### config.mk
export PLATFORM = sky130hd
export DESIGN_NAME = efc_coef_regs
export DESIGN_NICKNAME = d
export VERILOG_FILES = /design/src/efc_pkg.sv /design/src/efc_coef_regs.sv
export VERILOG_INCLUDE_DIRS = /design/src
export SDC_FILE = /design/constraint.sdc
export NUM_CORES = 1
export LEC_CHECK = 0
export ABC_AREA = 0
export BUFFER_PORTS_ARGS = -buffer_cell sky130_fd_sc_hd__buf_4
export CORE_AREA = 2 2 131 133
export CTS_CLUSTER_DIAMETER = 200
export DETAILED_ROUTE_END_ITERATION = 8
export DIE_AREA = 0 0 133 135
export PLACE_DENSITY = 0.7
export SLEW_MARGIN = 15
export SYNTH_ARGS = -nofsm -noshare
export SYNTH_HDL_FRONTEND = slang
export SYNTH_SLANG_ARGS = --single-unit
### constraint.sdc
create_clock -name mclk -period 2.4 [get_ports mclk]
set_input_delay 0.24 -clock mclk [delete_from_list [all_inputs] [get_ports mclk]]
set_output_delay 0.24 -clock mclk [all_outputs]
set_load 0.005 [all_outputs]
### src/efc_defs.svh
// Purpose: Offsets, field positions, reset values for the equaliser
//          filter coefficient bank.
// Assumes: APB, 32-bit data, one aligned word per register.
// Notes:   Printed offsets are word indices; byte address is index * 4.
`ifndef EFC_DEFS_SVH
`define EFC_DEFS_SVH

// ****************************************************************
// Bus geometry
// ****************************************************************
`define EFC_ADDR_W        14
`define EFC_IDX_W         12
`define EFC_DATA_W        32

// ****************************************************************
// Register indices
// ****************************************************************
`define EFC_IDX_A_TAP7    12'h425
`define EFC_IDX_A_TAP8    12'h427
`define EFC_IDX_A_TAP9    12'h429
`define EFC_IDX_B_TAP1    12'h448
`define EFC_IDX_B_TAP2    12'h44A
`define EFC_IDX_INFO      12'h4F0

// ****************************************************************
// Fields and reset values
// ****************************************************************
`define EFC_REG_W         16
`define EFC_COEF_MSB      11
`define EFC_COEF_W        12
`define EFC_CENTER_W      18
`define EFC_NUM_TAPS      8'h09
`define EFC_NUM_REGS      5
`define EFC_REG_RST       16'h0000
`define EFC_COEF_RST      12'h000

`endif

### src/efc_pkg.sv
// Purpose: Types for the equaliser filter coefficient bank.
// Assumes: efc_defs.svh holds every width except those of slot and state.
// Notes:   Centre tap type is for the filter datapath outside.
`include "efc_defs.svh"

package efc_pkg;

   typedef logic signed [`EFC_COEF_W-1:0]   efc_coef_t;
   typedef logic signed [`EFC_CENTER_W-1:0] efc_center_t;
   typedef logic [`EFC_REG_W-1:0]           efc_word_t;
   typedef logic [2:0]                      efc_slot_t;

   typedef enum logic {
      EFC_ST_IDLE = 1'b0,
      EFC_ST_ANSW = 1'b1
   } efc_state_t;

endpackage

### src/efc_coef_regs.sv
// Purpose: APB register bank holding equaliser filter tap coefficients.
// Assumes: Inputs synchronous to mclk; sys_rst synchronous, active high.
// Notes:   Every APB transfer takes one wait state.
//
// Notes on behaviour
// - Low twelve bits hold a signed two's-complement tap coefficient.
// - Channel-A tap-7 register drives A tap 7, also single filter.
// - Index 0x427 drives tap 8 of channel-A or single filter.
// - Index 0x429 drives last tap 9 of channel-A or single filter.
// - Index 0x448 drives channel-B tap 1, applied only in dual mode.
// - Index 0x44A drives channel-B tap 2 in dual-channel operation.
// - All coefficient registers, reserved bits included, reset to zero.
// - Filter has nine taps; centre tap coefficient is eighteen bits.
//
// Our own choice: register access over APB.
`timescale 1ns/10ps
`include "efc_defs.svh"

module efc_coef_regs
   import efc_pkg::*;
(
   input  wire logic                     mclk,
   input  wire logic                     sys_rst,
   input  wire logic                     ce,
   input  wire logic                     single_chan_mode,
   input  wire logic                     psel,
   input  wire logic                     penable,
   input  wire logic                     pwrite,
   input  wire logic [`EFC_ADDR_W-1:0]   paddr,
   input  wire logic [`EFC_DATA_W-1:0]   pwdata,
   input  wire logic [3:0]               pstrb,
   output logic                          pready,
   output logic      [`EFC_DATA_W-1:0]   prdata,
   output logic                          pslverr,
   output efc_coef_t                     a_tap7_coef,
   output efc_coef_t                     a_tap8_coef,
   output efc_coef_t                     a_tap9_coef,
   output efc_coef_t                     b_tap1_coef,
   output efc_coef_t                     b_tap2_coef
);

   // ****************************************************************
   // Address decode
   // ****************************************************************
   logic [`EFC_IDX_W-1:0] idx;
   logic                  aligned;
   logic                  hit;
   logic                  is_info;
   efc_slot_t             slot;

   assign idx     = paddr[`EFC_ADDR_W-1:2];
   assign aligned = (paddr[1:0] == 2'h0);

   always_comb begin
      hit     = aligned;
      is_info = 1'b0;
      slot    = 3'h0;
      unique case (idx)
         `EFC_IDX_A_TAP7: slot = 3'h0;
         `EFC_IDX_A_TAP8: slot = 3'h1;
         `EFC_IDX_A_TAP9: slot = 3'h2;
         `EFC_IDX_B_TAP1: slot = 3'h3;
         `EFC_IDX_B_TAP2: slot = 3'h4;
         `EFC_IDX_INFO:   is_info = 1'b1;
         default:         hit = 1'b0;
      endcase
   end

   // ****************************************************************
   // Bus handshake
   // ****************************************************************
   efc_state_t              state_r;
   efc_state_t              state_nxt;
   logic                    pready_r;
   logic                    pready_nxt;
   logic [`EFC_DATA_W-1:0]  prdata_r;
   logic [`EFC_DATA_W-1:0]  prdata_nxt;
   logic                    pslverr_r;
   logic                    pslverr_nxt;
   logic                    wr_go;
   efc_word_t               regs_r [`EFC_NUM_REGS];
   efc_word_t               regs_nxt [`EFC_NUM_REGS];

   // Write lands only at the edge where the master sees pready high
   assign wr_go = psel && penable && pwrite && (state_r == EFC_ST_ANSW)
                  && hit && !is_info;

   always_comb begin
      state_nxt   = state_r;
      pready_nxt  = 1'b0;
      prdata_nxt  = prdata_r;
      pslverr_nxt = 1'b0;
      unique case (state_r)
         EFC_ST_IDLE: begin
            if (psel && penable) begin
               state_nxt   = EFC_ST_ANSW;
               pready_nxt  = 1'b1;
               pslverr_nxt = !hit;
               prdata_nxt  = 32'h0000_0000;
               if (!pwrite && hit) begin
                  if (is_info)
                     prdata_nxt = {16'h0000, 2'h0, 6'(`EFC_CENTER_W),
                                   `EFC_NUM_TAPS};
                  else
                     prdata_nxt = {16'h0000, regs_r[slot]};
               end
            end
         end
         EFC_ST_ANSW: begin
            state_nxt = EFC_ST_IDLE;
         end
      endcase
   end

   always_ff @(posedge mclk) begin
      if (sys_rst) begin
         state_r   <= EFC_ST_IDLE;
         pready_r  <= 1'b0;
         prdata_r  <= 32'h0000_0000;
         pslverr_r <= 1'b0;
      end else if (ce) begin
         state_r   <= state_nxt;
         pready_r  <= pready_nxt;
         prdata_r  <= prdata_nxt;
         pslverr_r <= pslverr_nxt;
      end
   end

   assign pready  = pready_r;
   assign prdata  = prdata_r;
   assign pslverr = pslverr_r;

   // ****************************************************************
   // Coefficient storage
   // ****************************************************************
   // Reserved nibble is stored so software reads back what it wrote
   genvar gi;
   generate
      for (gi = 0; gi < `EFC_NUM_REGS; gi++) begin : g_reg
         always_comb begin
            regs_nxt[gi] = regs_r[gi];
            if (wr_go && (slot == 3'(gi))) begin
               if (pstrb[0])
                  regs_nxt[gi][7:0] = pwdata[7:0];
               if (pstrb[1])
                  regs_nxt[gi][15:8] = pwdata[15:8];
            end
         end

         always_ff @(posedge mclk) begin
            if (sys_rst)
               regs_r[gi] <= `EFC_REG_RST;
            else if (ce)
               regs_r[gi] <= regs_nxt[gi];
         end
      end
   endgenerate

   // ****************************************************************
   // Filter tap outputs
   // ****************************************************************
   efc_coef_t a7_r;
   efc_coef_t a8_r;
   efc_coef_t a9_r;
   efc_coef_t b1_r;
   efc_coef_t b2_r;
   efc_coef_t a7_nxt;
   efc_coef_t a8_nxt;
   efc_coef_t a9_nxt;
   efc_coef_t b1_nxt;
   efc_coef_t b2_nxt;

   // Taps lag the register by one cycle; reserved bits are cut off here
   always_comb begin
      a7_nxt = efc_coef_t'(regs_r[0][`EFC_COEF_MSB:0]);
      a8_nxt = efc_coef_t'(regs_r[1][`EFC_COEF_MSB:0]);
      a9_nxt = efc_coef_t'(regs_r[2][`EFC_COEF_MSB:0]);
      b1_nxt = `EFC_COEF_RST;
      b2_nxt = `EFC_COEF_RST;
      // Channel B idles with null taps when only one channel runs
      if (!single_chan_mode) begin
         b1_nxt = efc_coef_t'(regs_r[3][`EFC_COEF_MSB:0]);
         b2_nxt = efc_coef_t'(regs_r[4][`EFC_COEF_MSB:0]);
      end
   end

   always_ff @(posedge mclk) begin
      if (sys_rst) begin
         a7_r <= `EFC_COEF_RST;
         a8_r <= `EFC_COEF_RST;
         a9_r <= `EFC_COEF_RST;
         b1_r <= `EFC_COEF_RST;
         b2_r <= `EFC_COEF_RST;
      end else if (ce) begin
         a7_r <= a7_nxt;
         a8_r <= a8_nxt;
         a9_r <= a9_nxt;
         b1_r <= b1_nxt;
         b2_r <= b2_nxt;
      end
   end

   assign a_tap7_coef = a7_r;
   assign a_tap8_coef = a8_r;
   assign a_tap9_coef = a9_r;
   assign b_tap1_coef = b1_r;
   assign b_tap2_coef = b2_r;
endmodule

-- Yosys cells after proc, flatten, opt, wreduce, memory -nomap -nowiden
Memory sizes are Yosys's and may differ from the RTL's.
Index checks and enable logic that the tools add are counted.
- muxes and demuxes: 37
- reduce and logical (&&, ||, !) cells: 18
- equal/unequal tests: 10
- bitwise gates (word level): 6
- operator list (kind ; count):
    16-bit 2-to-1 mux ; 12
    8-bit 2-to-1 mux ; 10
    12-bit by 11-bit equality test with 1-bit output, second input constant ; 6
    12-bit 2-to-1 mux ; 2
    3-bit one-hot mux with 4 select lines ; 1
    1-bit logical AND ; 11
    1-bit 2-to-1 mux ; 11
    3-bit by 2-bit equality test with 1-bit output, second input constant ; 2
    6-bit OR reduction ; 1
    1-bit OR ; 5
    3-bit by 1-bit equality test with 1-bit output, second input constant ; 1
    3-bit equality test, second input constant ; 1
    1-bit logical NOT ; 3
    3-bit logical NOT ; 1
    3-bit AND reduction ; 1
    2-bit logical NOT ; 1
    1-bit one-hot mux with 2 select lines ; 1
    1-bit NOT ; 1
- bits of input ports: 57
- memories kept: 1
- word-level logic and storage cells: 81
- RAM bits: 80
- output and inout port bits: 94
- bits in registers: 95
- memory list (memory ; words ; width ; rd ports ; clocked after Yosys merged registers in ; wr ports ; RTL line ; text):
    regs_r ; 5 ; 16 ; 6 ; 0 ; 5 ; efc_coef_regs.sv:81 ; efc_word_t regs_r [`EFC_NUM_REGS];

-- Depth between registers and ports, before layout
- depth after elaboration: 8
- gate-level depth with buffers: 7
- depth with buffers taken out: 5

-- Worst setup path before layout
OpenSTA, ideal clock, no wires.
- path kind: in2reg
- start: input port paddr[11]
- end: memory regs_r[1][0] (netlist name), enable pin
- buffers on the path: 2
- stages: 6
- setup slack: -188 ps
- data arrival time: 2213 ps
- required time: 2025 ps
- cells stage by stage: or4b_4 or3_1 buf_6 buf_2 or3_1 o21bai_1
- RTL lines (what ; RTL line ; text):
    from (decl) ; efc_coef_regs.sv:29 ; input wire logic [`EFC_ADDR_W-1:0] paddr,
    to (decl) ; efc_coef_regs.sv:81 ;

==> summary.txt <==
Run status: finished clean
Proportion of layout cells with a drive suffix above 1: 35.0%
Hold Crit Depth: 3
Critical path startpoint category: input port
Sw Ratio: 22.9%
Row count: 47
Cell variety after synth: 56
Pwr Density: 749 nW/um2
CP required: 2.55 ns
Core ar.: 16400 um2
Die width: 133 um
Sequential Power Share: 48.7%
CTS Hold Bufs: 0
Clock power share: 43.8%
Critical path peak fanout: 8
Overflow after GRT: 0
Worst VDD drop: 0.551 mV
Initial Util: 39.8%
CP delay by family, top: simple AND/OR/NAND/NOR gates
Layout area overhead: 30.2%
Syn Area/Cell: 13.1 um2
TritonCTS Buffers: 17
Yosys warns: 0
CTS tree: yes
Final ANT Viol Nets: 0
WHS: 0.140 ns
Clock transition at path regs: 0.06 ns
Crit end category: register
Largest net degree at the start of global routing: 29
WP depth: 7
Comb power frac: 7.5%
Synth async-reset ratio: 0%
Largest buffer count on any clock path: 2
Antenna cell count: 0
Reg2reg end: regs_r[4][2]$_SDFFCE_PN0P_
Vias: 4640
GPL Wtd Cong: 0.849
Leakage: 3.42 nW
Number of global-route vias before repair: 4793
Reg2Reg Depth: 6
Initial antenna violation count: 0
Nets: 701
Hold path start: paddr[1]
Io pins: 151
Unrepaired setup endpoints after global routing: no
Die Height: 135 um
Hold Crit Class: input port to register
Clock latency on the worst-skew pair: 0.43 ns
First-pass GRT wire length: 26800 um
Register area share after synthesis: 60.8%
Hold path endpoint: pslverr$_SDFFE_PP0P_
PortBufs: 116
Post-route DRC: 0
Worst Path Arrival: 2.24 ns
Yosys reg bits: 158
CP peak stage delay: 0.53 ns
Final worst path period share: 87.3%
Fmax: 478 MHz
Synth top area share: 36.8%
DIE AREA: 18000 um2
Hpwl dp: 12300 um
Synth area leader: edfxtp_1
Vias per cell: 5.29
Final Critical Period: 2.09 ns
Mapped Area: 6520 um2
Reg-to-reg slack, setup: 0.41 ns
Worst path slowest cell: or4b_4
CTS resizes: 0
Worst R2R Start: state_r$_SDFFE_PP0P_
Synth area leaders: edfxtp_1 37%, dfxtp_1 24%, mux2i_1 7.4%
Post-layout util: 51.7%
Fillers: 1414
Clock root cell: clkbuf_16
Worst Skew: 0.00743 ns
Max-cap violations: 0
Switching power: 1.46 mW
Pre-antenna DRT Iters: 5
# H-tree levels: 4
Post-synth EDFFs: 80
Critical path class: input port to register
Final hold violations: 0
Dominant synthesized flop cell: edfxtp_1
Gate Count Post-Synth: 498
Slew at the pin closest to its max-slew limit: 1.20 ns
DRT iter0 DRCs: 282
Wire per inst: 19.7 um
Setup bufs post-CTS: 0
Cells along the critical path: buf_4, or4b_4, or3_1, a211oi_4, nor4b_2, a21o_1, buf_12
Slew Viols, Final: 0
Internal power: 4.90 mW
Post-Route WL: 17300 um
# clock sinks: 158
GRT Total Usage: 19.8%
WP buf/inv: 2
Max_slew headroom: 20.0%
# setup viols final: 0
synthesized netlist by cell type (all sizes together), types with 2 or more instances:
cell	count
o21bai	2
nor4	7
o32a	11
nand4b	3
nand3	7
nand4	5
nand2	20
a41o	4
a21oi	8
a221oi	4
o21ai	4
buf	27
clkbuf	19
a22o	24
a211oi	3
edfxtp	80
a21o	4
dfxtp	78
or4	3
nor4b	3
nor3	3
nor2	45
nand2b	3
and3b	4
mux2i	48
and2	16
nor2b	14
or3	4
o211ai	27
or3b	3
or2	2
kinds of logic (layout without fill, tap and decap cells):
family          count (synthesis)  count (layout)  synth area share, %
simple gates                  147             147                 13.1
compound gates                 97              97                 14.2
buf+inv                        47             191                 4.43
mux                            48              48                 7.37
flops                         158             158                 60.8
other cells                     1              16               0.0575
stage by stage:
stage / TNS (ns) / setup WS, ns / area [um2] / total power, mW / instances
final: 0 / 0.306 / 8490 / 6.36 / 877
after global routing: 0 / 0.243 / 8490 / 6.56 / 877
after CTS: 0 / 0.324 / 8490 / 6.42 / 877
after detailed placement: -4.93 / -0.131 / 7880 / 3.63 / 845
after global placement: -3.13 / -0.103 / 7880 / 3.61 / 845
after floorplan: -0.939 / -0.0292 / 6590 / 3.36 / 513
power groups by stage:
stage | Sequential, mW | Clock, mW | Combinational, mW
2_1_floorplan | 3.12 | 0 | 0.236
3_3_place_gp | 3.15 | 0 | 0.467
3_5_place_dp | 3.15 | 0 | 0.480
4_1_cts | 3.09 | 2.84 | 0.482
5_1_grt | 3.11 | 2.93 | 0.518
6_report | 3.10 | 2.79 | 0.476
layout make-up:
cell class                 instances  area [um2]  area share [%]
inverter                           1        3.75          0.0442
timing repair buffer             158        1300            15.3
tap                              220         275            3.24
clock buffer                      19         433            5.10
multi-input combinational        308        2340            27.5
sequential                       158        3960            46.7
clock inverter                    13         176            2.08
flip-flops by register name, summed over array words and instances, names as in the netlist, 12 cells and up:
signal	count
regs_r	80
a_tap9_coef	12
a_tap7_coef	12
b_tap1_coef	12
prdata	16
a_tap8_coef	12
b_tap2_coef	12
placed cells by master, fill, tap and decap left out, drive strengths merged, types with 4 or more instances in the layout:
master / count
a21o: 4
a21oi: 8
a221oi: 4
a22o: 24
a41o: 4
and2: 16
and3b: 4
buf: 158
clkbuf: 19
conb: 16
dfxtp: 78
edfxtp: 80
inv: 8
mux2i: 48
nand2: 20
nand3: 7
nand4: 5
nor2: 45
nor2b: 14
nor4: 7
o211ai: 27
o21ai: 4
o32a: 11
or3: 4
layer usage:
| layer | routed length (um) | vias to the layer above | global-route usage, % |
|---|---|---|---|
| met5 | 0 | - | 0 |
| met4 | 403 | 0 | 8.36 |
| met3 | 917 | 34 | 4.05 |
| met2 | 8590 | 172 | 33.6 |
| met1 | 7370 | 2270 | 24.6 |
| li1 | - | 2164 | - |
worst reg2reg max path: cells and delay by family (launching register included):
kind,cells,cell delay (ns)
AO/OA/AOI/OAI,2,0.42
buffers and inverters,1,0.13
flip-flops,1,0.38
AND/OR/NAND/NOR,3,0.78
how the worst max path moves through the flow:
stage                                   to  startpoint  slack [ns]
6_report        regs_r[4][2]$_SDFFCE_PN0P_   paddr[11]        0.31
5_1_grt        regs_r[0][14]$_SDFFCE_PN0P_   paddr[11]        0.24
4_1_cts         regs_r[4][2]$_SDFFCE_PN0P_   paddr[11]        0.32
3_5_place_dp    regs_r[4][7]$_SDFFCE_PN0P_   paddr[11]       -0.13
3_3_place_gp   regs_r[4][11]$_SDFFCE_PN0P_   paddr[11]       -0.10
2_1_floorplan  regs_r[1][10]$_SDFFCE_PN0P_   paddr[11]       -0.03
No activity file was read; power rests on OpenSTA's default activity.
